$ cat config.mk
export PLATFORM = sky130hd
export DESIGN_NAME = rha_remote_ctrl
export DESIGN_NICKNAME = d
export VERILOG_FILES = /design/src/pkg/rha_pkg.sv /design/src/rtl/rha_pulse_qual.sv /design/src/rtl/rha_remote_ctrl.sv
export SDC_FILE = /design/constraint.sdc
export NUM_CORES = 1
export LEC_CHECK = 0
export BUFFER_PORTS_ARGS = -buffer_cell sky130_fd_sc_hd__buf_2
export CORE_ASPECT_RATIO = 0.8
export CORE_MARGIN = 3
export CORE_UTILIZATION = 57
export DETAILED_ROUTE_END_ITERATION = 8
export PLACE_DENSITY = 0.8
export SYNTH_ARGS = -nofsm -noshare
export SYNTH_HDL_FRONTEND = slang
export SYNTH_SLANG_ARGS = --single-unit
export TNS_END_PERCENT = 1
$ cat constraint.sdc
create_clock -name clk -period 3.3 [get_ports clk]
set_input_delay 0.825 -clock clk [delete_from_list [all_inputs] [get_ports clk]]
set_output_delay 0.825 -clock clk [all_outputs]
set_load 0.01 [all_outputs]
$ cat src/pkg/rha_pkg.sv
// Constants, codes and map of the handshake remote-control block
// Function
// - Sequence begins on start pulse falling edge
// - Optional erase, then program, then verify
// - Busy asserts at start: busy transistor off
// - Pass output holds last action result
// - Pass valid only once busy is passive
// - Pass transistor on for success, else off
// - Button, handshake and command starts supported
// - One start input, busy and result outputs
// - Handshake start runs without host link
// - Missing target interface reports code 230
// - Supply above max 223, below min 224
package rha_pkg;
    // Clock rate and minimum start width
    localparam int unsigned CLK_HZ = 125_000_000;
    localparam int unsigned START_MIN_MS = 30;
    // Least time rounds up; product exceeds the signed 32-bit range
    localparam longint unsigned START_MIN_CYC_L =
        (longint'(START_MIN_MS) * longint'(CLK_HZ) + 64'd999) / 64'd1000;
    localparam int CNT_W = 22;
    localparam logic [CNT_W-1:0] START_MIN_CYC = CNT_W'(START_MIN_CYC_L);

    // Register byte offsets
    localparam logic [7:0] A_CTRL = 8'h00;
    localparam logic [7:0] A_STAT = 8'h04;
    localparam logic [7:0] A_MASK = 8'h08;
    localparam logic [7:0] A_RSLT = 8'h0C;
    localparam logic [7:0] A_VMAX = 8'h10;
    localparam logic [7:0] A_VMIN = 8'h14;
    localparam logic [7:0] A_VMEAS = 8'h18;

    // Control fields
    localparam int CTRL_CLR = 0;
    localparam int CTRL_GO = 1;
    // Status and mask fields
    localparam int STAT_W = 4;
    localparam int ST_DONE = 0;
    localparam int ST_FAIL = 1;
    localparam int ST_REJ = 2;
    localparam int ST_SELF = 3;
    // Result fields
    localparam int RS_PASS = 8;
    localparam int RS_BUSY = 9;

    // Reset values
    localparam logic [15:0] VMAX_RST = 16'hFFFF;
    localparam logic [15:0] VMIN_RST = 16'h0000;

    // Error codes
    localparam logic [7:0] E_NONE = 8'h00;
    localparam logic [7:0] E_VERIFY = 8'hCB;
    localparam logic [7:0] E_CLEAR = 8'hCC;
    localparam logic [7:0] E_PROG = 8'hCE;
    localparam logic [7:0] E_VHIGH = 8'hDF;
    localparam logic [7:0] E_VLOW = 8'hE0;
    localparam logic [7:0] E_NOIF = 8'hE6;

    // Step codes to the flash engine
    localparam logic [1:0] OP_NONE = 2'h0;
    localparam logic [1:0] OP_ERASE = 2'h1;
    localparam logic [1:0] OP_PROG = 2'h2;
    localparam logic [1:0] OP_VERIFY = 2'h3;

    // Sequencer states
    typedef enum logic [2:0] {
        S_POR, S_IDLE, S_CHECK, S_ERASE, S_PROG, S_VERIFY
    } rha_state_t;
endpackage

$ cat src/rtl/rha_pulse_qual.sv
// Start-pulse qualifier: synchroniser, width timer, trailing-edge fire
`timescale 1ns/10ps
module rha_pulse_qual #(
    parameter logic [rha_pkg::CNT_W-1:0] MIN_CYC = rha_pkg::START_MIN_CYC
) (
    input wire logic clk,
    input wire logic resetn,
    input wire logic level_in,
    output logic fire,
    output logic reject
);
    import rha_pkg::*;

    // All state of the qualifier
    typedef struct packed {
        logic s1;
        logic s2;
        logic [CNT_W-1:0] cnt;
        logic fire;
        logic reject;
    } rha_qual_t;

    rha_qual_t q_r;
    rha_qual_t q_nxt;

    // Next state: time the high phase, judge at its fall
    always_comb begin
        q_nxt = q_r;
        q_nxt.s1 = level_in;
        q_nxt.s2 = q_r.s1;
        q_nxt.fire = 1'b0;
        q_nxt.reject = 1'b0;
        if (q_r.s2) begin
            // Saturate so very long pulses still count
            if (q_r.cnt != MIN_CYC) begin
                q_nxt.cnt = q_r.cnt + 1'b1;
            end
        end else begin
            // Falling edge: only s2 is looked at, never s1
            if (q_r.cnt == MIN_CYC) begin
                q_nxt.fire = 1'b1;
            end else if (q_r.cnt != '0) begin
                q_nxt.reject = 1'b1;
            end
            q_nxt.cnt = '0;
        end
    end

    // State register
    always_ff @(posedge clk) begin
        if (!resetn) begin
            q_r <= '0;
        end else begin
            q_r <= q_nxt;
        end
    end

    assign fire = q_r.fire;
    assign reject = q_r.reject;
endmodule // rha_pulse_qual

$ cat src/rtl/rha_remote_ctrl.sv
// Handshake remote control and auto-sequence of the programmer
//
// The register offsets and strobed register access were chosen for this implementation.
`timescale 1ns/10ps
module rha_remote_ctrl #(
    parameter logic [rha_pkg::CNT_W-1:0] START_MIN_CYC = rha_pkg::START_MIN_CYC
) (
    input wire logic clk,
    input wire logic resetn,
    // Register port
    input wire logic [7:0] reg_addr,
    input wire logic [31:0] reg_wdata,
    input wire logic reg_wr,
    input wire logic reg_rd,
    output logic [31:0] reg_rdata,
    // Handshake start line and manual button
    input wire logic start_in,
    input wire logic button_in,
    // Self-test inputs
    input wire logic tgt_if_present,
    input wire logic [15:0] target_supply_voltage,
    // Flash engine handshake
    output logic op_req,
    output logic [1:0] op_code,
    input wire logic op_done,
    input wire logic op_ok,
    // Handshake outputs, high means transistor on
    output logic busy_xstr_on,
    output logic ok_xstr_on,
    // Front-panel LEDs and interrupt
    output logic led_busy,
    output logic led_pass,
    output logic led_fail,
    output logic irq
);
    import rha_pkg::*;

    // All state of the block
    typedef struct packed {
        rha_state_t st;
        logic clr_en;
        logic [STAT_W-1:0] stat;
        logic [STAT_W-1:0] mask;
        logic [15:0] vmax;
        logic [15:0] vmin;
        logic [7:0] err;
        logic busy;
        logic pass;
        logic op_req;
        logic [1:0] op_code;
        logic busy_xstr_on;
        logic ok_xstr_on;
        logic led_busy;
        logic led_pass;
        logic led_fail;
        logic irq;
        logic [31:0] rdata;
    } rha_state_s_t;

    rha_state_s_t r_r;
    rha_state_s_t r_nxt;

    // Qualified starts and rejects from both pins
    logic pin_fire;
    logic pin_rej;
    logic btn_fire;
    logic btn_rej;

    // Handshake start line qualifier
    rha_pulse_qual #(
        .MIN_CYC(START_MIN_CYC)
    ) u_pin_qual (
        .clk(clk),
        .resetn(resetn),
        .level_in(start_in),
        .fire(pin_fire),
        .reject(pin_rej)
    );

    // Button uses the same width rule, which also debounces it
    rha_pulse_qual #(
        .MIN_CYC(START_MIN_CYC)
    ) u_btn_qual (
        .clk(clk),
        .resetn(resetn),
        .level_in(button_in),
        .fire(btn_fire),
        .reject(btn_rej)
    );

    // Software start strobe from the control register
    logic sw_go;
    assign sw_go = reg_wr && (reg_addr == A_CTRL) && reg_wdata[CTRL_GO];

    // Any of the three ways starts the same sequence
    logic go;
    assign go = pin_fire | btn_fire | sw_go;

    // Supply comparison against the selected limits
    logic v_high;
    logic v_low;
    assign v_high = target_supply_voltage > r_r.vmax;
    assign v_low = target_supply_voltage < r_r.vmin;

    // Next-state logic: sequencer, registers, outputs
    always_comb begin
        logic [STAT_W-1:0] ev;
        logic fin;
        logic ok;
        logic [7:0] code;
        ev = '0;
        fin = 1'b0;
        ok = 1'b0;
        code = E_NONE;
        r_nxt = r_r;
        r_nxt.rdata = '0;

        // Short pulses on either input are flagged
        if (pin_rej || btn_rej) begin
            ev[ST_REJ] = 1'b1;
        end

        unique case (r_r.st)
            // Power-on self check of target interface
            S_POR: begin
                if (!tgt_if_present) begin
                    r_nxt.err = E_NOIF;
                    ev[ST_SELF] = 1'b1;
                end
                r_nxt.st = S_IDLE;
            end
            // Waiting; starts during a run are ignored
            S_IDLE: begin
                if (go) begin
                    r_nxt.busy = 1'b1;
                    r_nxt.st = S_CHECK;
                end
            end
            // Interface and supply checks before touching flash
            S_CHECK: begin
                if (!tgt_if_present) begin
                    fin = 1'b1;
                    code = E_NOIF;
                    ev[ST_SELF] = 1'b1;
                end else if (v_high) begin
                    fin = 1'b1;
                    code = E_VHIGH;
                    ev[ST_SELF] = 1'b1;
                end else if (v_low) begin
                    fin = 1'b1;
                    code = E_VLOW;
                    ev[ST_SELF] = 1'b1;
                end else if (r_r.clr_en) begin
                    r_nxt.st = S_ERASE;
                end else begin
                    r_nxt.st = S_PROG;
                end
            end
            // Erase step, only when clear-before-program is set
            S_ERASE: begin
                if (!r_r.op_req) begin
                    r_nxt.op_req = 1'b1;
                    r_nxt.op_code = OP_ERASE;
                end else if (op_done) begin
                    r_nxt.op_req = 1'b0;
                    r_nxt.op_code = OP_NONE;
                    if (op_ok) begin
                        r_nxt.st = S_PROG;
                    end else begin
                        fin = 1'b1;
                        code = E_CLEAR;
                    end
                end
            end
            // Programming step
            S_PROG: begin
                if (!r_r.op_req) begin
                    r_nxt.op_req = 1'b1;
                    r_nxt.op_code = OP_PROG;
                end else if (op_done) begin
                    r_nxt.op_req = 1'b0;
                    r_nxt.op_code = OP_NONE;
                    if (op_ok) begin
                        r_nxt.st = S_VERIFY;
                    end else begin
                        fin = 1'b1;
                        code = E_PROG;
                    end
                end
            end
            // Verification step ends the sequence
            S_VERIFY: begin
                if (!r_r.op_req) begin
                    r_nxt.op_req = 1'b1;
                    r_nxt.op_code = OP_VERIFY;
                end else if (op_done) begin
                    r_nxt.op_req = 1'b0;
                    r_nxt.op_code = OP_NONE;
                    fin = 1'b1;
                    ok = op_ok;
                    code = op_ok ? E_NONE : E_VERIFY;
                end
            end
            // Illegal codes recover to idle
            default: begin
                r_nxt.st = S_IDLE;
                r_nxt.op_req = 1'b0;
                r_nxt.busy = 1'b0;
            end
        endcase

        // Result and busy change on the same edge, so pass is settled
        // by the time the tester sees busy passive
        if (fin) begin
            r_nxt.st = S_IDLE;
            r_nxt.busy = 1'b0;
            r_nxt.pass = ok;
            r_nxt.err = code;
            ev[ST_DONE] = 1'b1;
            ev[ST_FAIL] = !ok;
        end

        // Register writes
        if (reg_wr) begin
            unique case (reg_addr)
                A_CTRL: r_nxt.clr_en = reg_wdata[CTRL_CLR];
                A_STAT: r_nxt.stat = r_r.stat & ~reg_wdata[STAT_W-1:0];
                A_MASK: r_nxt.mask = reg_wdata[STAT_W-1:0];
                A_VMAX: r_nxt.vmax = reg_wdata[15:0];
                A_VMIN: r_nxt.vmin = reg_wdata[15:0];
                default: ;
            endcase
        end
        // New events win over a same-cycle clear
        r_nxt.stat = r_nxt.stat | ev;

        // Read data valid in the next cycle only
        if (reg_rd) begin
            unique case (reg_addr)
                A_CTRL: r_nxt.rdata[CTRL_CLR] = r_r.clr_en;
                A_STAT: r_nxt.rdata[STAT_W-1:0] = r_r.stat;
                A_MASK: r_nxt.rdata[STAT_W-1:0] = r_r.mask;
                A_RSLT: r_nxt.rdata = {22'h0, r_r.busy, r_r.pass, r_r.err};
                A_VMAX: r_nxt.rdata[15:0] = r_r.vmax;
                A_VMIN: r_nxt.rdata[15:0] = r_r.vmin;
                A_VMEAS: r_nxt.rdata[15:0] = target_supply_voltage;
                default: r_nxt.rdata = '0;
            endcase
        end

        // Pin drives: busy active means transistor off
        r_nxt.busy_xstr_on = !r_nxt.busy;
        // Pass transistor on only for a good last action
        r_nxt.ok_xstr_on = r_nxt.pass && !r_nxt.busy;
        r_nxt.led_busy = r_nxt.busy;
        r_nxt.led_pass = r_nxt.pass && !r_nxt.busy;
        r_nxt.led_fail = !r_nxt.pass && !r_nxt.busy;
        r_nxt.irq = |(r_nxt.stat & r_nxt.mask);
    end

    // State register with synchronous reset
    always_ff @(posedge clk) begin
        if (!resetn) begin
            r_r <= '0;
            r_r.st <= S_POR;
            r_r.vmax <= VMAX_RST;
            r_r.vmin <= VMIN_RST;
            r_r.busy_xstr_on <= 1'b1;
            r_r.led_fail <= 1'b1;
        end else begin
            r_r <= r_nxt;
        end
    end

    // Outputs straight from the state register
    assign reg_rdata = r_r.rdata;
    assign op_req = r_r.op_req;
    assign op_code = r_r.op_code;
    assign busy_xstr_on = r_r.busy_xstr_on;
    assign ok_xstr_on = r_r.ok_xstr_on;
    assign led_busy = r_r.led_busy;
    assign led_pass = r_r.led_pass;
    assign led_fail = r_r.led_fail;
    assign irq = r_r.irq;
endmodule // rha_remote_ctrl

### After elaboration in Yosys (flattened, before gate mapping)

Index checks and enable logic that the tools add are counted.
W data, S select, Z words.

* equal/unequal tests: 37
* shifts and indexed selects: 0
* div/mod/pow operators: 0
* mux-type cells: 65
* order comparisons: 2
* bitwise logic cells: 8
* $add $sub $neg: 2
* reductions and logical operators: 32
* multiply operators: 0

Operators with widths (number)
* $mux W8: 14
* $pmux W12 S4: 1
* $mux W3: 15
* $add A22 B1 Y22 const B: 2
* $eq A22 B22 Y1 const B: 2
* $ne A22 B22 Y1 const B: 2
* $reduce_bool A22 Y1: 2
* $mux W40: 1
* $mux W16: 2
* $pmux W8 S4: 1
* $ne A3 B3 Y1 const B: 10
* $eq A8 B5 Y1 const B: 3
* $ne A2 B2 Y1 const B: 11
* $reduce_and A11 Y1: 2
* $mux W1: 19
* $pmux W3 S6: 1
* $eq A8 B4 Y1 const B: 2
* $gt A16 B16 Y1: 1
* $lt A16 B16 Y1: 1
* $pmux W3 S5: 1
* $reduce_and A2 Y1: 7
* $mux W10: 1
* $reduce_or A3 Y1: 3
* $and A4 B4 Y4: 2
* 26 further kinds: 40

* RAM bits: 0
* bits in latches: 0
* output and inout bits: 41
* memories: 0
* register bits after elaboration: 145
* bits of input ports: 65
* memory bits (read-only): 0

### Longest topological paths before layout

Gate-level depths: netlist (run 1).

* word-level depth: 9
* gate-level depth with buffers: 10

### Hierarchy

Synthesis (run 1) repeated with hierarchy kept, for this count alone.

* cell total of the unflattened synthesis: 813
* area total of the unflattened synthesis: 6805.3 um2

By module, submodules not included
* rha_remote_ctrl: cells an instance 517, instances 1, seq. area each 1521.5 um2, area each 4252.8 um2
* rha_pulse_qual: cells an instance 148, instances 2, seq. area each 520.5 um2, area each 1276.2 um2

### Worst setup path before layout (run 1)

No wires, ideal clock.

* kind: input -> register
* start point: input target_supply_voltage[15]
* end point: register r_r[49] in the netlist's numbering
* data required time: 3.178 ns
* library setup time: 0.122 ns
* setup slack: 0.421 ns
* cell stages on the path: 9
* arrival: 2.757 ns
* path through: ha_1 nand4_1 nor4_1 and4_1 a21o_1 o21ai_1 or2_2 buf_2 o311a_1

* cells in the longest elaborated chain, start to end: 7
* elaborated cells on any way between the ends: 14
* those cells by class: order compare (2); eq/ne (1); mux (9); reduce/logical (2)

RTL lines
* from (decl): line rha_remote_ctrl.sv:21 `input wire logic [15:0] target_supply_voltage,`
* $lt A16 B16 Y1: line rha_remote_ctrl.sv:103 `assign v_low = target_supply_voltage < r_r.vmin;`
* $mux W1: line rha_remote_ctrl.sv:149 `end else if (v_low) begin`
* $mux W1: line rha_remote_ctrl.sv:145 `end else if (v_high) begin`
* $mux W1: line rha_remote_ctrl.sv:141 `if (!tgt_if_present) begin`
* $pmux W1 S3: line rha_remote_ctrl.sv:123 `unique case (r_r.st)`
* $ne A2 B1 Y1 (no source line) or $reduce_bool A2 Y1 (tied branches)
* $reduce_and A2 Y1 (no source line)
* to (signal assigned): line rha_remote_ctrl.sv:271 `r_r <= r_nxt;`
* to (decl): line rha_remote_ctrl.sv:60 `rha_state_s_t r_r;`

Several ways; a longest one is shown, not always the timed one.
A chain may end at the register's enable or synchronous reset.

### Worst setup path after layout (run 1)

Same ends and word-level chain as after synthesis.

==> flow_metrics.py, run 1 <==
metrics = {
    "cts": {
        "postCtsResizedCells": 0,
        "worst_skew_pair.late_latency_ps": 410,
        "worst_case_clock_buffer_depth": 2,
        "cts_num_sinks": 128,
        "cts_tree": "done",
        "worst_setup_hold_path_clk_slew_ps": 60,
        "cts_bufs_inserted": 17,
        "clk_root_buffer_cell": "sky130_fd_sc_hd__clkbuf_16",
        "cts-hold-fix-buffers": 0,
        "cts_htree_levels": 4,
        "post_cts_buffers": 0,
    },
    "global_routing": {
        "globalRouteOverflowTotal": 0,
        "pin_count_of_the_biggest_net_entering_global_routing": 37,
        "grt_antenna_before_repair": 0,
        "first_global_vias": 5666,
        "first_pass_grt_wire_length_mm": 26.1,
        "global_route.usage.total": 0.250,
    },
    "die": {
        "initial_utilization": 0.592,
        "num_io_pins": 106,
        "die_footprint_um2": 12800,
        "dieHeight_um": 102,
        "die-width_um": 126,
        "rows": 34,
        "core_box_area_um2": 11100,
    },
    "critical_path": {
        "critPathRequiredTime_ps": 3590,
        "worst_setup_path_end_kind": "flip-flop",
        "worstSetupPathType": "input pin to flip-flop",
        "critical_path_peak_fanout": 7,
        "crit_path_start_kind": "input pin",
        "cp.arrival_ps": 3110,
    },
    "timing": {
        "finalWorstPathRequiredPeriod_ps": 2810,
        "max_freq_mhz": 355,
        "finClkSkew_ps": 8.06,
        "tightest_slew_ps": 762,
        "period_utilization_post_route": 0.853,
        "timing.final.setup_violations": 0,
        "rsz0062_at_grt": "false",
        "timing_max_transition_violations_final": 0,
        "final_hold_viol_count": 0,
        "timing.setup.tns_ps": 0,
        "hold_ws_ps": 438,
        "slew_headroom": 0.488,
    },
    "power": {
        "power.share.combinational": 0.044,
        "fin_total_pwr_mw": 3.64,
        "net-switching-power_mw": 0.794,
        "internal-power_mw": 2.85,
        "share_seq_of_total_power": 0.430,
        "clkPwrFrac": 0.526,
        "irDropWorstVdd_mv": 0.338,
        "leakagePower_nw": 2.96,
        "pwr_density_cell_nw_per_um2": 490,
        "swShare": 0.218,
    },
    "place": {
        "dp_hpwl_mm": 11.6,
        "port-buffer-count": 73,
        "dpl_cell_area_um2": 6820,
        "gp_routability_congestion": 0.921,
    },
    "drt": {
        "drt-pass1-iter-count": 7,
        "drt-initial-drc-count": 538,
        "drt-vias-per-instance": 5.77,
        "wire_per_inst_um": 15.8,
        "routed_wl_mm": 16.0,
        "num_vias": 5831,
        "remaining_drc_errors": 0,
        "postRouteAntennaNets": 0,
    },
    "synth": {
        "average_footprint_of_a_synthesized_cell_um2": 8.13,
        "ys.warnings.count": 0,
        "ys.flop_type": "sky130_fd_sc_hd__dfxtp_1",
        "synthesis.instances": 805,
        "synth_enable_flop_cells": 0,
        "synth_seq_area_share": 0.391,
        "async_flop_share": 0,
        "ys_ff_latch": 128,
        "synth_cell_type_count": 60,
        "synth_area_um2": 6550,
    },
    "run": {
        "drv.max_cap_violation_count": 0,
    },
    "cells_and_area": {
        "area_growth_syn_to_layout_pct": 13.6,
        "layout.cells.most_common_list": "sky130_fd_sc_hd__dfxtp_1 (128), sky130_fd_sc_hd__nand2_1 (116), sky130_fd_sc_hd__nor2_1 (84)",
        "layout.nets": 954,
        "filler_cell_count": 917,
        "antenna_cells_inserted": 0,
        "most_common_cell_after_layout_fill_and_taps_aside": "sky130_fd_sc_hd__dfxtp_1",
        "finish.instance_area_um2": 7440,
        "drive_above_1_share": 0.151,
    },
    "worst_hold_path": {
        "hold_path.class": "flip-flop to flip-flop",
    },
    "outcome": {
        "status": "completed",
    },
}
==> final cells by class <==
class	count	area (um2)	share of cell area
clock buffers	20	457	0.0614
flip-flops and latches	128	2560	0.345
inverters	45	169	0.0227
multi-input cells	575	3440	0.463
well taps	144	180	0.0242
clock inverters	12	156	0.0210
repair buffers	87	470	0.0633
==> power by group through the flow <==
stage	clock network, mW	logic, mW	registers, mW
global route	2.01	0.177	1.56
global placement	0	0.150	1.60
CTS	1.93	0.157	1.56
detailed placement	0	0.155	1.60
floorplan	0	0.101	1.59
finish	1.92	0.160	1.56
==> metal layers <==
metal  vias up  track usage  routed length (um)
met5         -            0                   0
met4         0        0.117                 458
met3        44       0.0538                1180
met2       253        0.434                7680
met1      2690        0.303                6670
li1       2844            -                   -
==> cell usage after synthesis (16+ instances only) <==
cell type	number	share of area
sky130_fd_sc_hd__o21ai_0	24	0.018
sky130_fd_sc_hd__ha_1	35	0.067
sky130_fd_sc_hd__clkbuf_1	25	0.014
sky130_fd_sc_hd__xor2_1	28	0.037
sky130_fd_sc_hd__nand2_1	116	0.067
sky130_fd_sc_hd__nor2_1	84	0.048
sky130_fd_sc_hd__a21oi_1	56	0.043
sky130_fd_sc_hd__nor3_1	16	0.012
sky130_fd_sc_hd__buf_4	36	0.041
sky130_fd_sc_hd__o211ai_1	17	0.019
sky130_fd_sc_hd__nand3_1	24	0.018
sky130_fd_sc_hd__inv_1	44	0.025
sky130_fd_sc_hd__dfxtp_1	128	0.39
==> final timing paths <==
check,depth (start not counted),start,slack [ps],endpoint
max,9,target_supply_voltage[15],490,r_r[49]$_SDFFE_PN0P_
min,1,u_pin_qual.q_r[24]$_SDFF_PN0_,440,u_pin_qual.fire$_SDFF_PP0_
max reg2reg,9,r_r[82]$_SDFFE_PN1P_,620,r_r[49]$_SDFFE_PN0P_
min reg2reg,1,u_pin_qual.q_r[24]$_SDFF_PN0_,440,u_pin_qual.fire$_SDFF_PP0_
==> worst max-delay path, cell delays in order <==
cell and delay, ps:
sky130_fd_sc_hd__buf_2 120, sky130_fd_sc_hd__ha_1 310, sky130_fd_sc_hd__nand4_1 200, sky130_fd_sc_hd__nor4_1 410
sky130_fd_sc_hd__and4_1 280, sky130_fd_sc_hd__a21o_1 140, sky130_fd_sc_hd__o21ai_1 90, sky130_fd_sc_hd__or2_2 370
sky130_fd_sc_hd__o311a_1 350
==> state kept, by name, summed over array words and instances, names as in the netlist, 2 cells and up <==
| name | flops |
|---|---|
| op_code | 2 |
| u_pin_qual.q_r | 23 |
| reg_rdata | 16 |
| r_r | 52 |
| u_btn_qual.q_r | 23 |
==> through the flow <==
step                       util  std cells  setup slack (ps)
after floorplan               -        820               421
after global placement    0.617        979               196
after detailed placement  0.617        979               165
after CTS                 0.672       1011               556
after global routing      0.672       1011               355
final                     0.672       1011               485
==> logic make-up after synthesis <==
| family | after synthesis | share of synthesized area |
|---|---|---|
| AND/OR/NAND/NOR | 328 | 0.239 |
| AO/OA/AOI/OAI | 147 | 0.143 |
| flip-flops | 128 | 0.391 |
| buffers and inverters | 117 | 0.0915 |
| XOR/XNOR | 37 | 0.0495 |
| adder cells (fa/ha/maj) | 35 | 0.0669 |
| multiplexers | 12 | 0.0189 |
| other | 1 | 0.000573 |
(Power assumes the default switching activity.)
==> inputs of run 2 (changes only) <==
--- a/config.mk
+++ b/config.mk
@@ -5,10 +5,12 @@
 export SDC_FILE = /design/constraint.sdc
 export NUM_CORES = 1
 export LEC_CHECK = 0
+export ABC_AREA = 1
 export BUFFER_PORTS_ARGS = -buffer_cell sky130_fd_sc_hd__buf_2
 export CORE_ASPECT_RATIO = 0.8
 export CORE_MARGIN = 3
 export CORE_UTILIZATION = 57
+export CTS_CLUSTER_SIZE = 8
 export DETAILED_ROUTE_END_ITERATION = 8
 export PLACE_DENSITY = 0.8
 export SYNTH_ARGS = -nofsm -noshare
==> run 2 against run 1 <==
Against the previous run: hold slack worse by 24 ps; final cell count up 15%; flip-flop and latch count stayed put; critical path depth up 5; utilization shrank 1.1 points; via count up 8.2%; routed wire length grew 1.4%; fmax is 11% higher; sequential power up 8%.
==> flow_metrics.py, run 2 <==
metrics = {
    "cts": {
        "worst_case_clock_buffer_depth": 2,
        "clk_root_buffer_cell": "sky130_fd_sc_hd__clkbuf_16",
        "postCtsResizedCells": 0,
        "cts-hold-fix-buffers": 0,
        "cts_num_sinks": 128,
        "cts_tree": "done",
        "worst_setup_hold_path_clk_slew_ps": 50,
        "cts_bufs_inserted": 17,
        "cts_htree_levels": 4,
        "post_cts_buffers": 0,
        "worst_skew_pair.late_latency_ps": 410,
    },
    "cells_and_area": {
        "antenna_cells_inserted": 0,
        "most_common_cell_after_layout_fill_and_taps_aside": "sky130_fd_sc_hd__nand2_1",
        "finish.instance_area_um2": 7700,
        "drive_above_1_share": 0.139,
        "flip_flop_count_of_the_largest_register_all_copies_and_words_added": 52,
        "layout.nets": 1105,
        "biggestRegsByFlops": "r_r: 52 flops, u_btn_qual.q_r: 23 flops, u_pin_qual.q_r: 23 flops",
        "area_growth_syn_to_layout_pct": 12.2,
        "layout.cells.most_common_list": "sky130_fd_sc_hd__nand2_1 (177), sky130_fd_sc_hd__inv_1 (151), sky130_fd_sc_hd__dfxtp_1 (128)",
        "registers.top_by_ff_count": "r_r",
    },
    "place": {
        "dpl_cell_area_um2": 7170,
        "dp_hpwl_mm": 11.7,
        "gp_routability_congestion": 0.943,
        "port-buffer-count": 73,
    },
    "synth": {
        "yosys-top-cells-count": "sky130_fd_sc_hd__nand2_1 (177), sky130_fd_sc_hd__inv_1 (151), sky130_fd_sc_hd__dfxtp_1 (128), sky130_fd_sc_hd__a21oi_1 (84), sky130_fd_sc_hd__nor2_1 (72)",
        "synth.most_common_cell": "sky130_fd_sc_hd__nand2_1",
        "post-synth-top-area-fraction": 0.373,
        "ys.warnings.count": 0,
        "synth.area.top_cells": "sky130_fd_sc_hd__dfxtp_1 (37%), sky130_fd_sc_hd__nand2_1 (9.7%), sky130_fd_sc_hd__inv_1 (8.3%)",
        "ys.flop_type": "sky130_fd_sc_hd__dfxtp_1",
        "ys_ff_latch": 128,
        "synth_area_um2": 6870,
        "async_flop_share": 0,
        "synthesis.instances": 946,
        "average_footprint_of_a_synthesized_cell_um2": 7.26,
        "synth_enable_flop_cells": 0,
        "synth_seq_area_share": 0.373,
        "synth_largest_area_cell": "sky130_fd_sc_hd__dfxtp_1",
        "synth_cell_type_count": 52,
    },
    "global_routing": {
        "globalRouteOverflowTotal": 0,
        "first_pass_grt_wire_length_mm": 26.2,
        "global_route.usage.total": 0.241,
        "grt_antenna_before_repair": 1,
        "first_global_vias": 5534,
        "pin_count_of_the_biggest_net_entering_global_routing": 43,
    },
    "drt": {
        "wire_per_inst_um": 13.9,
        "drt-pass1-iter-count": 5,
        "drt-vias-per-instance": 5.42,
        "drt-initial-drc-count": 561,
        "num_vias": 6312,
        "postRouteAntennaNets": 0,
        "routed_wl_mm": 16.2,
        "remaining_drc_errors": 0,
    },
    "critical_path": {
        "crit_path_cell_trace": "buf_2 > ha_1 > a21o_1 > nor2_1 > nand2_1 > nand2_1 > nand2_1 > nand3_2 > nand3_1 > nor2_2 > nand2_1 > o21ai_0 > nand2_1 > inv_1",
        "worstReg2RegEnd": "r_r[48]$_SDFFE_PN0P_",
        "worst_r2r_startpoint": "r_r[78]$_SDFFE_PN1P_",
        "critPathRequiredTime_ps": 3660,
        "reg2reg_setup_slack_ps": 920,
        "cp_slowest_stage_delay_ps": 330,
        "worst_setup_path_end_kind": "flip-flop",
        "slowest_stage": "sky130_fd_sc_hd__nor2_2",
        "crit_path_start_kind": "input pin",
        "critical_path_peak_fanout": 8,
        "r2r_cells": 12,
        "worstSetupPathType": "input pin to flip-flop",
        "most_frequent_cell_on_the_critical_path": "sky130_fd_sc_hd__nand2_1",
        "cp.arrival_ps": 2900,
    },
    "power": {
        "power.share.combinational": 0.153,
        "net-switching-power_mw": 1.11,
        "clkPwrFrac": 0.424,
        "irDropWorstVdd_mv": 0.390,
        "leakagePower_nw": 3.45,
        "pwr_density_cell_nw_per_um2": 517,
        "internal-power_mw": 2.87,
        "share_seq_of_total_power": 0.424,
        "swShare": 0.278,
    },
    "worst_hold_path": {
        "hold_path.class": "flip-flop to flip-flop",
        "worst_hold_startpoint": "u_btn_qual.q_nxt[24]$_SDFF_PN0_",
        "worst_hold_path.num_cells": 2,
        "whs_endpoint": "u_btn_qual.q_r[24]$_SDFF_PN0_",
    },
    "timing": {
        "rsz0062_at_grt": "false",
        "max_freq_mhz": 394,
        "final_hold_viol_count": 0,
        "timing.final.setup_violations": 0,
        "period_utilization_post_route": 0.769,
        "slew_headroom": 0.593,
        "timing_max_transition_violations_final": 0,
        "finalWorstPathRequiredPeriod_ps": 2540,
        "finClkSkew_ps": 5.47,
        "tightest_slew_ps": 610,
        "timing.setup.tns_ps": 0,
    },
    "die": {
        "initial_utilization": 0.590,
        "die_footprint_um2": 13400,
        "num_io_pins": 106,
        "die-width_um": 129,
        "rows": 35,
        "dieHeight_um": 104,
        "core_box_area_um2": 11600,
    },
    "outcome": {
        "status": "completed",
    },
    "run": {
        "drv.max_cap_violation_count": 0,
    },
}
run 2: cell count changes in the layout (fill, tap and decap cells not counted), moves of 8 or more:
cell,before,now
sky130_fd_sc_hd__nand2_1,116,177
sky130_fd_sc_hd__o21ai_0,24,53
sky130_fd_sc_hd__o221ai_1,0,8
sky130_fd_sc_hd__xnor2_1,9,0
sky130_fd_sc_hd__nand3_1,24,36
sky130_fd_sc_hd__xor2_1,28,1
sky130_fd_sc_hd__a222oi_1,8,0
sky130_fd_sc_hd__nor2_1,84,72
sky130_fd_sc_hd__a21oi_1,56,84
sky130_fd_sc_hd__and2_1,10,1
sky130_fd_sc_hd__mux2i_1,9,0
sky130_fd_sc_hd__inv_1,44,151
run 2: how the worst max path moves through the flow:
stage | from | endpoint | slack (ps) | depth (start not counted)
2_1_floorplan | target_supply_voltage[11] | r_r[48]$_SDFFE_PN0P_ | 970 | 13
3_3_place_gp | target_supply_voltage[11] | r_r[48]$_SDFFE_PN0P_ | 480 | 13
3_5_place_dp | target_supply_voltage[11] | r_r[48]$_SDFFE_PN0P_ | 480 | 14
4_1_cts | target_supply_voltage[7] | r_r[48]$_SDFFE_PN0P_ | 840 | 14
5_1_grt | target_supply_voltage[3] | r_r[49]$_SDFFE_PN0P_ | 600 | 18
6_report | target_supply_voltage[7] | r_r[48]$_SDFFE_PN0P_ | 760 | 14
run 2: routing by layer:
layer	share of wire	global-route usage	up-vias
met5	0.00043	0	-
met4	0.024	0.0847	2
met3	0.083	0.0580	34
met2	0.42	0.347	261
li1	-	-	3224
met1	0.47	0.350	2791
run 2: power groups by stage:
stage	Combinational, mW	Clock (mW)	Sequential (mW)
after global placement	0.586	0	1.72
after CTS	0.597	1.71	1.69
after detailed placement	0.591	0	1.72
after global routing	0.697	1.77	1.70
final	0.608	1.69	1.69
after floorplan	0.474	0	1.70
run 2: layout make-up:
type / instances / area, um2
fillers: 988 / 3940
multi-input cells: 622 / 3420
flip-flops and latches: 128 / 2560
inverters: 156 / 586
clock buffers: 25 / 505
repair buffers: 80 / 418
well taps: 148 / 185
clock inverters: 5 / 30.0
run 2: critical path: cells and delay by family:
kind	cells	cell delay [ps]
compound gates	2	310
fa+ha+maj	1	300
buf+inv	2	180
simple gates	9	1310
run 2: stage by stage:
| stage | total power, mW | util | setup slack [ps] | instances | hold slack, ps |
|---|---|---|---|---|---|
| 4_1_cts | 3.99 | 0.661 | 840 | 1164 | 415 |
| 3_3_place_gp | 2.30 | 0.615 | 482 | 1134 | 399 |
| 2_1_floorplan | 2.17 | - | 968 | 961 | 390 |
| 6_report | 3.98 | 0.661 | 762 | 1164 | 414 |
| 5_1_grt | 4.17 | 0.661 | 596 | 1164 | 440 |
| 3_5_place_dp | 2.31 | 0.615 | 484 | 1134 | 403 |
run 2: cells by family after synthesis:
family / synth area share
AO/OA/AOI/OAI: 0.176
XOR/XNOR: 0.00128
adder cells (fa/ha/maj): 0.0638
buffers and inverters: 0.138
flip-flops: 0.373
other: 0.000546
AND/OR/NAND/NOR: 0.248
